File: config.mk
export PLATFORM = sky130hd
export DESIGN_NAME = asrp_port
export DESIGN_NICKNAME = d
export VERILOG_FILES = /design/src/asrp_pkg.sv /design/src/asrp_fifo.sv /design/src/asrp_port.sv
export SDC_FILE = /design/constraint.sdc
export NUM_CORES = 1
export LEC_CHECK = 0
export ABC_AREA = 1
export BUFFER_PORTS_ARGS = -buffer_cell sky130_fd_sc_hd__buf_2
export CAP_MARGIN = 0
export CELL_PAD_IN_SITES_DETAIL_PLACEMENT = 2
export CELL_PAD_IN_SITES_GLOBAL_PLACEMENT = 2
export CORE_MARGIN = 4
export CORE_UTILIZATION = 30
export DETAILED_ROUTE_END_ITERATION = 7
export GPL_TIMING_DRIVEN = 1
export PLACE_DENSITY = 0.77
export REMOVE_ABC_BUFFERS = 1
export SLEW_MARGIN = 20
export SYNTH_ARGS = -nofsm -noshare
export SYNTH_HDL_FRONTEND = slang
export SYNTH_SLANG_ARGS = --single-unit
File: constraint.sdc
create_clock -name clock -period 2.4 [get_ports clock]
set_clock_uncertainty 0.15 [all_clocks]
set_input_delay 0.48 -clock clock [delete_from_list [all_inputs] [get_ports clock]]
set_output_delay 0.48 -clock clock [all_outputs]
set_load 0.005 [all_outputs]
File: src/asrp_pkg.sv
// shared constants, carriers and states of the serial result port
package asrp_pkg;

	// ----------------------------------------------------------------
	// frame layout
	// ----------------------------------------------------------------
	localparam int RESULT_BITS = 12;
	localparam int PAD_BITS    = 4;
	localparam int FRAME_BITS  = RESULT_BITS + PAD_BITS;
	localparam int COUNT_BITS  = 5;
	localparam int FIFO_DEPTH  = 4;

	localparam logic [COUNT_BITS-1:0] LAST_FALL  = 5'h0f;
	localparam logic [COUNT_BITS-1:0] COUNT_ZERO = 5'h00;
	localparam logic [COUNT_BITS-1:0] COUNT_STEP = 5'h01;
	localparam logic [PAD_BITS-1:0]   PAD_VALUE  = 4'h0;
	localparam logic [RESULT_BITS-1:0] EMPTY_CODE = 12'h000;

	// ----------------------------------------------------------------
	// carriers
	// ----------------------------------------------------------------
	typedef struct packed {
		logic cs_n;
		logic frame_sync;
		logic sclk;
	} asrp_link_type;

	// unipolar straight binary: 000 at ground, fff at full scale
	typedef struct packed {
		logic [RESULT_BITS-1:0] code;
	} asrp_result_type;

	typedef enum logic {
		st_idle,
		st_shift
	} asrp_state_type;

endpackage

File: src/asrp_fifo.sv
// small result buffer with valid/ready on both sides
`timescale 1ns/1ps
module asrp_fifo #(
	parameter int WIDTH = 12,
	parameter int DEPTH = 4
) (
	input  wire logic             clock,
	input  wire logic             rst,
	input  wire logic             in_valid,
	input  wire logic [WIDTH-1:0] in_data,
	output logic                  in_ready,
	output logic                  out_valid,
	output logic      [WIDTH-1:0] out_data,
	input  wire logic             out_ready
);
	// depth must be a power of two so the pointers wrap by themselves
	localparam int AW = $clog2(DEPTH);

	logic [WIDTH-1:0] mem [DEPTH];
	logic [AW-1:0]    wr_ptr;
	logic [AW-1:0]    rd_ptr;
	logic [AW:0]      count;
	logic [AW-1:0]    next_wr_ptr;
	logic [AW-1:0]    next_rd_ptr;
	logic [AW:0]      next_count;
	logic             push;
	logic             pop;

	// ----------------------------------------------------------------
	// next values
	// ----------------------------------------------------------------
	always_comb begin
		push        = in_valid && in_ready;
		pop         = out_valid && out_ready;
		next_wr_ptr = push ? wr_ptr + 1'b1 : wr_ptr;
		next_rd_ptr = pop ? rd_ptr + 1'b1 : rd_ptr;
		next_count  = count + {{AW{1'b0}}, push} - {{AW{1'b0}}, pop};
	end

	assign out_data = mem[rd_ptr];

	// ----------------------------------------------------------------
	// registers
	// ----------------------------------------------------------------
	always_ff @(posedge clock or posedge rst) begin
		if (rst) begin
			wr_ptr    <= '0;
			rd_ptr    <= '0;
			count     <= '0;
			in_ready  <= 1'b0;
			out_valid <= 1'b0;
		end else begin
			wr_ptr    <= next_wr_ptr;
			rd_ptr    <= next_rd_ptr;
			count     <= next_count;
			in_ready  <= next_count != (AW+1)'(DEPTH);
			out_valid <= next_count != '0;
		end
	end

	always_ff @(posedge clock) begin
		if (push) begin
			mem[wr_ptr] <= in_data;
		end
	end

endmodule

File: src/asrp_port.sv
// serial result port: framing, shift-out and power state of the converter
//
// How it works
// - four wires: chip select low, frame sync, serial clock in, tristate data
// - each counted serial clock fall ticks the converter core
// - every frame carries one 12-bit result taken from the buffer, or code 000 when it is empty
// - outside a frame the port reports automatic power-down
// - data line floats until chip select falls or frame sync rises with chip select low
// - result leaves most significant bit first
// - a frame sync rise with chip select low marks the start of a frame
// - frame sync high at chip select fall: msb valid first clock fall
// - frame sync low at chip select fall: msb still presented
// - chip select low: frame sync rise presents msb, counts after it
// - code is straight binary, passed through unchanged
// - data changes on serial clock rises, host samples on falls
`timescale 1ns/1ps
module asrp_port (
	input  wire logic                    clock,
	input  wire logic                    rst,
	input  wire asrp_pkg::asrp_link_type link,
	output logic                         sdo,
	output logic                         sdo_oe,
	output logic                         power_down,
	output logic                         conv_tick,
	input  wire asrp_pkg::asrp_result_type result,
	input  wire logic                    result_valid,
	output logic                         result_ready
);
	// the serial clock is sampled, so it must stay well below clock / 4;
	// the full 20 MHz link rate needs a faster system clock

	asrp_pkg::asrp_link_type        sync_a;
	asrp_pkg::asrp_link_type        sync_b;
	asrp_pkg::asrp_link_type        sync_c;

	asrp_pkg::asrp_state_type       state;
	asrp_pkg::asrp_state_type       next_state;
	logic [asrp_pkg::FRAME_BITS-1:0] shift;
	logic [asrp_pkg::FRAME_BITS-1:0] next_shift;
	logic [asrp_pkg::COUNT_BITS-1:0] fall_count;
	logic [asrp_pkg::COUNT_BITS-1:0] next_fall_count;
	logic                           armed;
	logic                           next_armed;
	logic                           gate_fs;
	logic                           next_gate_fs;
	logic                           next_sdo;
	logic                           next_sdo_oe;
	logic                           next_conv_tick;

	logic                           sclk_rise;
	logic                           sclk_fall;
	logic                           cs_fall;
	logic                           fs_rise;
	logic                           start;
	logic                           counted_fall;
	logic [asrp_pkg::FRAME_BITS-1:0] load_word;

	logic                           fifo_valid;
	logic                           fifo_ready;
	asrp_pkg::asrp_result_type      fifo_data;

	// ----------------------------------------------------------------
	// result buffer
	// ----------------------------------------------------------------
	asrp_fifo #(
		.WIDTH (asrp_pkg::RESULT_BITS),
		.DEPTH (asrp_pkg::FIFO_DEPTH)
	) u_fifo (
		.clock     (clock),
		.rst       (rst),
		.in_valid  (result_valid),
		.in_data   (result.code),
		.in_ready  (result_ready),
		.out_valid (fifo_valid),
		.out_data  (fifo_data.code),
		.out_ready (fifo_ready)
	);

	// ----------------------------------------------------------------
	// pin synchronisers
	// ----------------------------------------------------------------
	// sync_c only delays sync_b so edges never look at the first stage
	always_ff @(posedge clock or posedge rst) begin
		if (rst) begin
			sync_a <= '{cs_n: 1'b1, frame_sync: 1'b1, sclk: 1'b0};
			sync_b <= '{cs_n: 1'b1, frame_sync: 1'b1, sclk: 1'b0};
			sync_c <= '{cs_n: 1'b1, frame_sync: 1'b1, sclk: 1'b0};
		end else begin
			sync_a <= link;
			sync_b <= sync_a;
			sync_c <= sync_b;
		end
	end

	// ----------------------------------------------------------------
	// edge detection and framing
	// ----------------------------------------------------------------
	always_comb begin
		sclk_rise = sync_b.sclk && !sync_c.sclk;
		sclk_fall = !sync_b.sclk && sync_c.sclk;
		cs_fall   = !sync_b.cs_n && sync_c.cs_n;
		fs_rise   = sync_b.frame_sync && !sync_c.frame_sync;
		start = (state == asrp_pkg::st_idle) && armed &&
			(cs_fall || (fs_rise && !sync_b.cs_n));
		counted_fall = sclk_fall && !(gate_fs && sync_b.frame_sync);
		load_word = {fifo_valid ? fifo_data.code : asrp_pkg::EMPTY_CODE,
			asrp_pkg::PAD_VALUE};
		fifo_ready = start;
	end

	// ----------------------------------------------------------------
	// frame sequencer
	// ----------------------------------------------------------------
	always_comb begin
		next_state      = state;
		next_shift      = shift;
		next_fall_count = fall_count;
		next_armed      = armed;
		next_gate_fs    = gate_fs;
		next_sdo        = sdo;
		next_sdo_oe     = sdo_oe;
		next_conv_tick  = 1'b0;
		case (state)
			asrp_pkg::st_idle: begin
				next_sdo_oe = 1'b0;
				if (sclk_fall) begin
					next_armed = 1'b1;
				end
				if (start) begin
					next_state      = asrp_pkg::st_shift;
					next_shift      = load_word;
					next_fall_count = asrp_pkg::COUNT_ZERO;
					next_armed      = 1'b0;
					// fs low at cs fall gates the count
					next_gate_fs    = cs_fall ? !sync_b.frame_sync : 1'b1;
					next_sdo        = load_word[asrp_pkg::FRAME_BITS-1];
					next_sdo_oe     = 1'b1;
				end
			end
			asrp_pkg::st_shift: begin
				if (sync_b.cs_n && !gate_fs) begin
					next_state  = asrp_pkg::st_idle;
					next_sdo_oe = 1'b0;
				end else if (counted_fall) begin
					next_conv_tick  = 1'b1;
					next_fall_count = fall_count + asrp_pkg::COUNT_STEP;
					if (fall_count == asrp_pkg::LAST_FALL) begin
						next_state  = asrp_pkg::st_idle;
						next_sdo_oe = 1'b0;
						next_armed  = 1'b1;
					end
				end else if (sclk_rise &&
						fall_count != asrp_pkg::COUNT_ZERO) begin
					next_shift = {shift[asrp_pkg::FRAME_BITS-2:0], 1'b0};
					next_sdo   = shift[asrp_pkg::FRAME_BITS-2];
				end
			end
			default: begin
				next_state  = asrp_pkg::st_idle;
				next_sdo_oe = 1'b0;
			end
		endcase
	end

	always_ff @(posedge clock or posedge rst) begin
		if (rst) begin
			state      <= asrp_pkg::st_idle;
			shift      <= '0;
			fall_count <= asrp_pkg::COUNT_ZERO;
			armed      <= 1'b0;
			gate_fs    <= 1'b0;
			sdo        <= 1'b0;
			sdo_oe     <= 1'b0;
			conv_tick  <= 1'b0;
			power_down <= 1'b1;
		end else begin
			state      <= next_state;
			shift      <= next_shift;
			fall_count <= next_fall_count;
			armed      <= next_armed;
			gate_fs    <= next_gate_fs;
			sdo        <= next_sdo;
			sdo_oe     <= next_sdo_oe;
			conv_tick  <= next_conv_tick;
			power_down <= next_state == asrp_pkg::st_idle;
		end
	end
endmodule
# ---- Word-level counts from Yosys, hierarchy flattened
# Memory sizes are Yosys's and may differ from the RTL's.
# Cells that the tools add are included.
dict set report word_totals {
  input_bits 18
  elab_cells 106
  mem_bits_ro 0
  register_bits 45
  latch_bits 0
  ram_bits 48
  mem_count 1
}
# memory words word_bits rd rd_clocked_by_memory_dff write_ports line_no
set mem_list {}
lappend mem_list {u_fifo.mem 4 12 1 0 1 asrp_fifo.sv:19} ;# logic [WIDTH-1:0] mem [DEPTH];
dict set report op_classes {
  shift 0
  eq_ne 11
  div_mod_pow 0
  n_bitwise 2
  n_mul 0
  order_cmp 0
  muxes 36
  n_addsub 5
  n_reduce_logical 28
}
# op n
set op_table {}
lappend op_table {{$mux 15} 4}
lappend op_table {{$pmux 15 s2} 1}
lappend op_table {{$mux 1} 22}
lappend op_table {{$mux 5} 3}
lappend op_table {{$logic_and 1x1->1} 13}
lappend op_table {{$mux 12} 1}
lappend op_table {{$pmux 5 s2} 1}
lappend op_table {{$ne 2x1->1 const B} 4}
lappend op_table {{$pmux 1 s2} 4}
lappend op_table {{$reduce_and 4->1} 2}
lappend op_table {{$logic_not 1->1} 7}
lappend op_table {{$ne 3x1->1 const B} 2}
lappend op_table {{$add 5x1->5 const B} 1}
lappend op_table {{$eq 5x4->1 const B} 1}
lappend op_table {{$reduce_bool 5->1} 1}
lappend op_table {{$add 2x1->2 const B} 2}
lappend op_table {{$ne 2x2->1 const B} 2}
lappend op_table {{$reduce_and 2->1} 2}
lappend op_table {{$add 3x1->3} 1}
lappend op_table {{$ne 3x2->1 const B} 1}
lappend op_table {{$ne 3x3->1 const B} 1}
lappend op_table {{$reduce_and 3->1} 1}
lappend op_table {{$reduce_bool 3->1} 1}
lappend op_table {{$sub 3x1->3} 1}
lappend op_table {{2 further kinds} 3}

# ---- Longest topological paths before layout
# Gate-level depths: netlist (run 1).
dict set report logic_depth {
  word_depth 8
  mapped_depth 13
}

# ---- By module
# Synthesis (run 1) repeated with hierarchy kept, for this count alone.
dict set report unflattened {
  cells_unflattened 370
  hier_area_um2 3943.8
}
# mod cells_each seq_area_each_um2 area_each_um2 n_inst
set by_module_without_submodules {}
lappend by_module_without_submodules {asrp_fifo 192 1666.6 2422.3 1}
lappend by_module_without_submodules {asrp_port 178 809.5 1521.5 1}

# ---- Worst setup path after synthesis (run 1)
# Ideal clock, no wire load.
dict set report synth_timing {
  path_type {register to register}
  from {register sync_b[2] in the netlist's numbering}
  to {register u_fifo.out_valid}
  required_ps 2123
  arrival_ps 2116
  setup_time_ps 127
  period_less_slack_ps 2392
  stages_incl_launch_ff 14
  path_slack_ps 8
  cell_sequence {dfstp_2 -> inv_2 -> nand2_1 -> nand2_1 -> nand2_2 -> nor2_4 -> ha_1 -> inv_1 -> ha_1 -> inv_1 -> fa_1 -> xnor2_1 -> xnor2_1 -> nand3b_1}
}
dict set report synth_between {
  elab_chain_len 7
  word_cells_on_any_way 8
  classes_between {add/sub (1); reduce/logical (7)}
}
# item line_no
set synth_lines {}
lappend synth_lines {{start, declared} asrp_port.sv:33} ;# asrp_pkg::asrp_link_type sync_b;
lappend synth_lines {{start signal, assigned} asrp_port.sv:86} ;# sync_b <= '{cs_n: 1'b1, frame_sync: 1'b1, sclk: 1'b0};
lappend synth_lines {{start signal, assigned} asrp_port.sv:90} ;# sync_b <= sync_a;
lappend synth_lines {{$logic_not 1->1 (*)} {asrp_port.sv:101, asrp_port.sv:104}}
lappend synth_lines {{$logic_and 1x1->1 (on tied branches)} {asrp_port.sv:101, asrp_port.sv:104}}
lappend synth_lines {{$logic_or 1x1->1 (*)} asrp_port.sv:104} ;# (cs_fall || (fs_rise && !sync_b.cs_n));
lappend synth_lines {{$logic_and 1x1->1 (*)} asrp_port.sv:103} ;# start = (state == asrp_pkg::st_idle) && armed &&
lappend synth_lines {{$logic_and 1x1->1 (*)} asrp_fifo.sv:34} ;# pop = out_valid && out_ready;
lappend synth_lines {{via u_fifo.pop} asrp_fifo.sv:27} ;# logic pop;
lappend synth_lines {{$sub 3x1->3 (*)} asrp_fifo.sv:37} ;# next_count = count + {{AW{1'b0}}, push} - {{AW{1'b0}}, pop};
lappend synth_lines {{via u_fifo.next_count[2]} asrp_fifo.sv:25} ;# logic [AW:0] next_count;
lappend synth_lines {{$reduce_bool 3->1 (*)} asrp_fifo.sv:57} ;# out_valid <= next_count != '0;
lappend synth_lines {{end signal, assigned} asrp_fifo.sv:51} ;# out_valid <= 1'b0;
lappend synth_lines {{end signal, assigned} asrp_fifo.sv:57}
lappend synth_lines {{end, declared} asrp_fifo.sv:12} ;# output logic out_valid,
# The timed path passes the listed nets; every way through them passes the cells marked *.
# A chain may end at the register's enable or synchronous reset.

# ---- Worst setup path in the final report (run 1)
dict set report layout_timing {
  from {register sync_c[2] in the netlist's numbering}
  to {register u_fifo.out_valid}
}
dict set report layout_between {
  elab_chain_len 6
}
# item line_no
set layout_lines {}
lappend layout_lines {{start, declared} asrp_port.sv:34} ;# asrp_pkg::asrp_link_type sync_c;
lappend layout_lines {{start signal, assigned} asrp_port.sv:87} ;# sync_c <= '{cs_n: 1'b1, frame_sync: 1'b1, sclk: 1'b0};
lappend layout_lines {{start signal, assigned} asrp_port.sv:91} ;# sync_c <= sync_b;
lappend layout_lines {{$logic_and 1x1->1} asrp_port.sv:101} ;# cs_fall = !sync_b.cs_n && sync_c.cs_n;
lappend layout_lines {{$logic_or 1x1->1} asrp_port.sv:104}
lappend layout_lines {{$logic_and 1x1->1} asrp_port.sv:103}
lappend layout_lines {{$logic_and 1x1->1} asrp_fifo.sv:34}
lappend layout_lines {{via u_fifo.pop} asrp_fifo.sv:27}
lappend layout_lines {{$sub 3x1->3} asrp_fifo.sv:37}
lappend layout_lines {{via u_fifo.next_count[2]} asrp_fifo.sv:25}
lappend layout_lines {{$reduce_bool 3->1} asrp_fifo.sv:57}
# The timed path passes the listed nets, and every way through them passes these cells.

==> flow_summary.json, run 1 <==
{
  "synth_cells": 361,
  "io_buffers": 22,
  "violations": "negative setup slack",
  "die_area_um2": 14490,
  "ir_worst_vdd_v": 0.0006121,
  "gp_congestion": 0.7024,
  "hpwl_um": 6323,
  "synth_top_cell_area_share": 0.3806,
  "status": "complete, but fails checks",
  "synth-edff-count": 48,
  "clk_pin_slew_ns": 0.07,
  "crit_buf_inv": 2,
  "synth_common_cells": "96 x nand2_1, 58 x nor2_1, 48 x edfxtp_1",
  "cp_top_family": "adder cells",
  "cts_tree": "built",
  "core_um2": 12160,
  "synth_most_common_cell": "nand2_1",
  "n_antenna_cell": 0,
  "drtPass1Iterations": 4,
  "h-tree-depth": 3,
  "crit_required_ns": 2.47,
  "cp_data_arrival_time_ns": 2.51,
  "finalHoldViolCount": 0,
  "drt_wl_total_um": 9759,
  "worstPathCellList": "nand2_4 > nand2_2 > nand2_4 > nor2_4 > ha_4 > inv_2 > ha_4 > inv_2 > fa_2 > xnor2_2 > xnor2_2 > nand3b_1",
  "fill_cells": 1322,
  "hold_buffers": 0,
  "grt-ovfl-total": 0,
  "vias": 2653,
  "via_per_inst": 4.646,
  "pin_count": 23,
  "endpoint_kind": "flop",
  "max_slew.worst_pin.slew_ns": 0.8715,
  "drive_gt1_frac": 0.2084,
  "grt_pass1_vias": 3069,
  "syn2layout_area_growth_pct": 19.43,
  "worstPathMaxFanout": 3,
  "die_h_um": 120.4,
  "rsz0062_at_grt": "true",
  "utilization": 0.3719,
  "synth_seq_cells": 89,
  "setup_slack_ns": -0.04541,
  "power_density_nw_per_um2": 1244,
  "cts_made_buffers": 9,
  "fp.dieW_um": 120.4,
  "cts_max_path_buffers": 2,
  "synth_top_area_cell": "edfxtp_1",
  "r2r_setup_slack_ns": -0.05,
  "max_freq_ghz": 0.4089,
  "start_util": 0.3114,
  "cpMaxStageDelayCell": "dfstp_2",
  "slew-limit-headroom": 0.4154,
  "synth.avg_cell_area_um2": 10.49,
  "wl_per_cell_um": 17.09,
  "ys_top_cells_by_area": "edfxtp_1 38%, dfrtp_1 22%, nand2_1 9.5%",
  "cap_viol_max_count": 0,
  "detail-route-antenna-nets": 0,
  "grt_max_degree": 25,
  "finalCriticalPeriod_ns": 2.445,
  "nets": 426,
  "cpPeakStageDelay_ns": 0.55,
  "drc": 0,
  "multi_input_area_um2": 1172,
  "seq_area_frac_synth": 0.6538,
  "p_leak_nw": 1.991,
  "drt-initial-drc-count": 105,
  "drv_slew": 0,
  "r2r_end": "u_fifo.out_valid",
  "hold_slack_ns": 0.05075,
  "yosys_most_used_dff": "edfxtp_1",
  "synth.distinct_cells": 28,
  "core.rowCount": 40,
  "reg2reg_depth": 12,
  "finalCritPeriodShare": 1.019,
  "clock_latency_ns": 0.35,
  "synthArstFlopShare": 0.4607,
  "path_class": "flop to flop",
  "regArea_um2": 2476,
  "yosys_warnings": 0,
  "root_buffer": "clkbuf_16",
  "r2r-start": "sync_c[2]",
  "fin_area_um2": 4523,
  "hold_class": "input pin to async pin",
  "grt_pass1_wl_um": 15810,
  "cp-start-kind": "flop",
  "grt_antenna_before_repair": 0,
  "netlist_area_um2": 3787,
  "cts_sinks": 89,
  "place_area_um2": 4128,
  "grtUsageTotal": 0.1452,
  "finalSetupViolations": 2
}
[routing by layer]
metal | track usage | share of wire | up-vias
li1 | - | - | 1240
met1 | 0.1575 | 0.39 | 1368
met2 | 0.2669 | 0.56 | 34
met3 | 0.04397 | 0.030 | 11
met4 | 0.05099 | 0.018 | 0
met5 | 0 | 0 | -
[area by class of cell]
| cell class | instances | share of cell area |
|---|---|---|
| Inverter | 29 | 0.02462 |
| Timing Repair Buffer | 40 | 0.05698 |
| Clock buffer | 10 | 0.05062 |
| Clock inverter | 6 | 0.01466 |
| Sequential cell | 89 | 0.5474 |
| Multi-Input combinational cell | 229 | 0.2592 |
| Tap cell | 168 | 0.04647 |
[how the worst max path moves through the flow]
stage	endpoint	start	cells after the start
floorplan	u_fifo.out_valid	state	11
global placement	u_fifo.out_valid	sync_b[2]	13
detailed placement	u_fifo.in_ready	sync_b[2]	13
CTS	u_fifo.in_ready	sync_b[1]	12
global route	u_fifo.out_valid	sync_c[2]	12
finish	u_fifo.out_valid	sync_c[2]	12
[power breakdown]
part	internal (mW)	switching, mW
clock network	0.813	0.619
registers	2.01	0.227
logic	0.704	1.26
[cells in the final DEF, fill, tap and decap left out, drive strengths merged, types with 9 or more instances in the layout]
master	count
clkbuf	10
nand3	22
nand2	98
dfrtp	34
ha	9
nor2	61
inv	30
edfxtp	48
o21ai	27
buf	40
[kinds of logic (layout without fill, tap and decap cells)]
kind of cell / Yosys count / count (layout) / share of synthesized area
buf+inv: 43 / 85 / 0.05451
xor+xnor: 4 / 4 / 0.009252
simple gates: 183 / 183 / 0.2038
fa+ha+maj: 10 / 10 / 0.03502
flops: 89 / 89 / 0.6538
compound gates: 32 / 32 / 0.04361
[registers in the layout, summed over array words and instances (netlist names), 2 cells and up]
signal,cells
u_fifo.mem,48
shift,11
fall_count,5
sync_a,3
sync_b,3
sync_c,3
u_fifo.count,3
u_fifo.rd_ptr,2
u_fifo.wr_ptr,2
[through the flow]
| step | total power [mW] | std cells | setup slack [ns] | TNS [ns] |
|---|---|---|---|---|
| final | 5.629 | 571 | -0.04541 | -0.05480 |
| after floorplan | 3.346 | 347 | -0.1928 | -0.4268 |
| after CTS | 5.720 | 571 | -0.1346 | -0.3011 |
| after detailed placement | 4.071 | 551 | -0.2395 | -0.4889 |
| after global placement | 3.887 | 551 | 0.009687 | 0 |
| after global routing | 6.071 | 571 | -0.1308 | -0.3268 |
[what timing repair did]
action / in CTS / in global routing
setup endpoints to repair: 3 / 3
resized for setup: 10 / 5
pin swaps: 9 / 7
cloned: 0 / 0
setup buffers: 4 / 0
Power figures use the tool's default switching activity.
==> run 2: changes to the inputs <==
--- a/config.mk
+++ b/config.mk
@@ -11,10 +11,10 @@
 export CELL_PAD_IN_SITES_DETAIL_PLACEMENT = 2
 export CELL_PAD_IN_SITES_GLOBAL_PLACEMENT = 2
 export CORE_MARGIN = 4
-export CORE_UTILIZATION = 30
+export CORE_UTILIZATION = 36
 export DETAILED_ROUTE_END_ITERATION = 7
 export GPL_TIMING_DRIVEN = 1
-export PLACE_DENSITY = 0.77
+export PLACE_DENSITY = 0.87
 export REMOVE_ABC_BUFFERS = 1
 export SLEW_MARGIN = 20
 export SYNTH_ARGS = -nofsm -noshare
==> flow_summary.json, run 2 (synthesis results as in run 1) <==
{
  "status": "complete, but fails checks",
  "violations": "negative setup slack",
  "drv_slew": 0,
  "finalHoldViolCount": 0,
  "cpPeakStageDelay_ns": 0.56,
  "die_h_um": 110.6,
  "regArea_um2": 2476,
  "grt_pass1_wl_um": 17420,
  "rsz0062_at_grt": "true",
  "p_sw_frac": 0.4097,
  "highest_layer": "met4",
  "r2r-start": "sync_b[1]",
  "pwr-share-seq": 0.420,
  "instances_no_fill": 540,
  "largest_registers": "u_fifo.mem x48, shift x11, fall_count x5",
  "min_from": "link[1]",
  "cpMaxStageDelayCell": "dfstp_2",
  "clock_latency_ns": 0.37,
  "cap_viol_max_count": 0,
  "holdPathEnd": "sync_a[1]",
  "p_clk_frac": 0.185,
  "power_density_nw_per_um2": 1218,
  "p_total_mw": 5.316,
  "syn2layout_area_growth_pct": 15.26,
  "detail-route-antenna-nets": 0,
  "pin_count": 23,
  "slew-limit-headroom": 0.6297,
  "nets": 427,
  "setup_slack_ns": -0.05917,
  "gp_congestion": 0.7433,
  "drtPass1Iterations": 4,
  "max_freq_ghz": 0.4066,
  "p_leak_nw": 1.932,
  "drive_gt1_frac": 0.2129,
  "top_register": "u_fifo.mem",
  "cts_tree": "built",
  "drt-initial-drc-count": 118,
  "grt_antenna_before_repair": 0,
  "fill_cells": 1110,
  "timing.setup.tns_ns": -0.1165,
  "ir_worst_vdd_v": 0.0004479,
  "worstPathCellList": "nand3_2 > nand2_2 > nand2_4 > nor2_4 > ha_4 > inv_4 > ha_4 > inv_2 > fa_2 > xnor2_4 > xnor2_2 > nand3b_1",
  "grt_max_degree": 42,
  "h-tree-depth": 3,
  "r2r_end": "u_fifo.out_valid",
  "grtUsageTotal": 0.1828,
  "cp-start-kind": "flop",
  "cp_common_cell": "ha_4",
  "endpoint_kind": "flop",
  "p_sw_mw": 2.178,
  "cts_made_buffers": 9,
  "hold_slack_ns": 0.05028,
  "final_cell_mix": "94 x nand2_1, 58 x nor2_1, 48 x edfxtp_1, 34 x dfrtp_1",
  "hold_class": "input pin to flop",
  "core.rowCount": 37,
  "core_um2": 10280,
  "hpwl_um": 6661,
  "via_per_inst": 5.015,
  "wl_per_cell_um": 19.99,
  "root_buffer": "clkbuf_8",
  "max_slew.worst_pin.slew_ns": 0.5554,
  "drc": 0,
  "met1_length_um": 4500,
  "worstPathMaxFanout": 3,
  "grt_pass1_vias": 3107,
  "largest_reg_flops": 48,
  "r2r_setup_slack_ns": -0.06,
  "wl_met3_um": 265,
  "fp.dieW_um": 110.6,
  "crit_required_ns": 2.51,
  "dp.cells": 520,
  "reg2reg_depth": 12,
  "power_frac_comb": 0.396,
  "multi_input_area_um2": 1179,
  "finalSetupViolations": 3,
  "hold_buffers": 0,
  "wl_met2_um": 5840,
  "cts_sinks": 89,
  "drt_wl_total_um": 10790,
  "start_util": 0.3685,
  "clk_pin_slew_ns": 0.10,
  "cts_max_path_buffers": 2,
  "cp_data_arrival_time_ns": 2.57,
  "finalCritPeriodShare": 1.025,
  "finalCriticalPeriod_ns": 2.459,
  "vias": 2708,
  "io_buffers": 22,
  "holdPathStages": 1,
  "grt-ovfl-total": 0,
  "p_int_mw": 3.138,
  "final_common_cell": "nand2_1",
  "path_class": "flop to flop",
  "n_antenna_cell": 0,
  "die_area_um2": 12230
}
-- run 2: cell count changes in the layout (fill, tap and decap cells not counted), sizes merged --
cell      before  now
buf           40   41
bufinv         1    0
clkbuf        10    9
clkinvlp       1    3
inv           30   32
clkinv         3    1
-- run 2: power by group through the flow --
stage | Clock, mW | Combinational [mW] | Sequential (mW)
final | 0.982 | 2.10 | 2.23
after global placement | 0 | 1.65 | 2.21
after floorplan | 0 | 1.10 | 2.25
after detailed placement | 0 | 1.84 | 2.24
after global routing | 1.06 | 2.37 | 2.27
after CTS | 0.995 | 2.04 | 2.23
-- run 2: how the worst max path moves through the flow --
stage	start	end	slack (ns)	cells after the start
CTS	sync_b[1]	u_fifo.out_valid	-0.08	12
global route	sync_b[1]	u_fifo.out_valid	-0.17	12
floorplan	state	u_fifo.out_valid	-0.19	11
finish	sync_b[1]	u_fifo.out_valid	-0.06	12
global placement	sync_b[2]	u_fifo.out_valid	-0.008	13
detailed placement	sync_b[2]	u_fifo.in_ready	-0.20	13
-- run 2: timing repair --
| action | 4_1_cts | 5_1_grt |
|---|---|---|
| resized for setup | 12 | 3 |
| buffers inserted | 3 | 1 |
| setup endpoints to repair | 3 | 3 |
| pin swaps | 8 | 5 |
-- run 2: stage by stage --
step           instance area, um^2  utilization  setup WS, ns
3_5_place_dp                  4083       0.3972       -0.1983
4_1_cts                       4339       0.4222      -0.08458
5_1_grt                       4365       0.4248       -0.1663
2_1_floorplan                 3690            -       -0.1928
6_report                      4365       0.4248      -0.05917
3_3_place_gp                  4083       0.3972     -0.008249
-- run 2: final cells by class --
type                       instances  share of cell area
multi-input combinational        229              0.2700
inverter                          29             0.02551
tap                              136             0.03898
clock buffer                       9             0.02837
timing repair buffer              41             0.05790
sequential                        89              0.5672
clock inverter                     7             0.01204
-- run 2: worst max-delay path: cells and delay by family, from the launching register on --
family,cells,cell delay (ns)
buffers and inverters,2,0.08
adders and majority gates,3,0.72
xor gates and xnor gates,2,0.33
DFF,1,0.56
and+or+nand+nor,5,0.50
-- run 2: metal layers --
metal	vias up	track usage
met5	-	0
met4	0	0.05172
met3	17	0.02959
met2	45	0.3374
met1	1403	0.2185
li1	1243	-
==> run 3: changes to the inputs <==
--- a/config.mk
+++ b/config.mk
@@ -14,7 +14,7 @@
 export CORE_UTILIZATION = 36
 export DETAILED_ROUTE_END_ITERATION = 7
 export GPL_TIMING_DRIVEN = 1
-export PLACE_DENSITY = 0.87
+export PLACE_DENSITY = 0.85
 export REMOVE_ABC_BUFFERS = 1
 export SLEW_MARGIN = 20
 export SYNTH_ARGS = -nofsm -noshare
==> flow_summary.json, run 3 (synthesis results as in run 1) <==
{
  "status": "complete, but fails checks",
  "violations": "negative setup slack",
  "via_per_inst": 4.978,
  "gp_congestion": 0.7488,
  "dp.cells": 520,
  "drt_wl_total_um": 10710,
  "clock_latency_ns": 0.36,
  "setup_slack_ns": -0.02320,
  "wl_per_cell_um": 19.80,
  "fill_cells": 1093,
  "drive_gt1_frac": 0.2123,
  "drv_slew": 0,
  "syn2layout_area_growth_pct": 15.76,
  "core.rowCount": 37,
  "max_slew.worst_pin.slew_ns": 0.5440,
  "worstPathMaxFanout": 3,
  "grt_max_degree": 42,
  "finalHoldViolCount": 0,
  "grt_antenna_before_repair": 0,
  "drc": 0,
  "grt-ovfl-total": 0,
  "largest_reg_flops": 48,
  "largest_registers": "u_fifo.mem x48, shift x11, fall_count x5",
  "endpoint_kind": "flop",
  "fp.dieW_um": 110.6,
  "place_area_um2": 4083,
  "top_register": "u_fifo.mem",
  "grt_pass1_vias": 3229,
  "hold_class": "input pin to flop",
  "final_common_cell": "nand2_1",
  "cpPeakStageDelay_ns": 0.55,
  "detail-route-antenna-nets": 0,
  "cts_sinks": 89,
  "pin_count": 23,
  "grtUsageMet2": 0.3439,
  "cap_viol_max_count": 0,
  "max_freq_ghz": 0.4127,
  "use_met3": 0.01753,
  "root_buffer": "clkbuf_8",
  "instances_no_fill": 541,
  "clk_pin_slew_ns": 0.10,
  "crit_required_ns": 2.49,
  "finalCritPeriodShare": 1.010,
  "grtUsageTotal": 0.1795,
  "nets": 428,
  "cts_made_buffers": 9,
  "core_um2": 10280,
  "cts_tree": "built",
  "cp_common_cell": "ha_4",
  "path_class": "flop to flop",
  "h-tree-depth": 3,
  "rsz0062_at_grt": "true",
  "cp_data_arrival_time_ns": 2.51,
  "hpwl_um": 6960,
  "ir_worst_vdd_v": 0.0004108,
  "cpMaxStageDelayCell": "dfstp_2",
  "grt_pass1_wl_um": 17060,
  "finalSetupViolations": 2,
  "p_leak_nw": 1.946,
  "io_buffers": 22,
  "slew-limit-headroom": 0.6373,
  "post-place-ws_ns": -0.1951,
  "worstPathCellList": "nand3_2 > nand2_2 > nand2_4 > nor2_4 > ha_4 > inv_4 > ha_4 > inv_2 > fa_2 > xnor2_4 > xnor2_2 > nand3b_1",
  "die_h_um": 110.6,
  "cts_max_path_buffers": 2,
  "fin_area_um2": 4384,
  "cp-start-kind": "flop",
  "drtPass1Iterations": 4,
  "power_density_nw_per_um2": 1217,
  "gr-usage-met1": 0.2000,
  "n_antenna_cell": 0,
  "vias": 2693,
  "die_area_um2": 12230,
  "final_cell_mix": "94 x nand2_1, 58 x nor2_1, 48 x edfxtp_1, 34 x dfrtp_1",
  "drt-initial-drc-count": 90,
  "grt_busiest_layer": "met2",
  "start_util": 0.3685,
  "finalCriticalPeriod_ns": 2.423
}
## run 3: worst max-delay path, delay by kind of cell, from the launching register on
| family | cells | cell delay [ns] |
|---|---|---|
| DFF | 1 | 0.55 |
| buffers and inverters | 2 | 0.08 |
| xor gates and xnor gates | 2 | 0.32 |
| and+or+nand+nor | 5 | 0.51 |
| adders and majority gates | 3 | 0.70 |
## run 3: per-stage QoR
step	hold WS, ns	power [mW]	utilization	TNS, ns
finish	0.05934	5.335	0.4266	-0.02471
global route	0.03645	5.702	0.4266	-0.1775
CTS	0.04752	5.289	0.4233	-0.1470
detailed placement	0.2022	4.115	0.3972	-0.4322
global placement	0.1824	3.867	0.3972	-0.01115
floorplan	0.1812	3.346	-	-0.4268
## run 3: what timing repair did
item	in CTS	in global routing
cloned	0	0
setup endpoints to repair	3	3
hold buffers	0	0
pin swaps	8	7
resized for setup	11	3
hold endpoints to repair	0	0
setup buffers	3	2
## run 3: worst paths after layout
path	slack, ns	cells after the start	end	from
setup / recovery	-0.02	12	u_fifo.out_valid	sync_b[1]
hold / removal	0.06	1	sync_a[1]	link[1]
setup reg to reg	-0.02	12	u_fifo.out_valid	sync_b[1]
hold reg to reg	0.22	0	sync_b[2]	sync_a[2]
max in group asynchronous	1.61	3	sync_c[2]	rst
min in group asynchronous	0.08	3	conv_tick	rst
## run 3: cell type report
type	instances	area, um^2	area share
clock buffer	9	123.9	0.02825
clock inverter	7	68.82	0.01570
inverter	29	111.4	0.02540
multi-input combinational	229	1174	0.2677
sequential	89	2476	0.5648
tap	136	170.2	0.03881
timing repair buffer	42	260.3	0.05936
## run 3: report_power, final
group          internal [mW]  leakage [nW]  switching (mW)
Clock                  0.479        0.0932           0.560
Sequential              2.01         0.936           0.224
Combinational          0.718         0.917            1.35
## run 3: routing by layer
layer	vias to the layer above	wire length, um
met4	0	255
li1	1241	-
met1	1405	4238
met3	18	136
met5	-	0
met2	29	6083
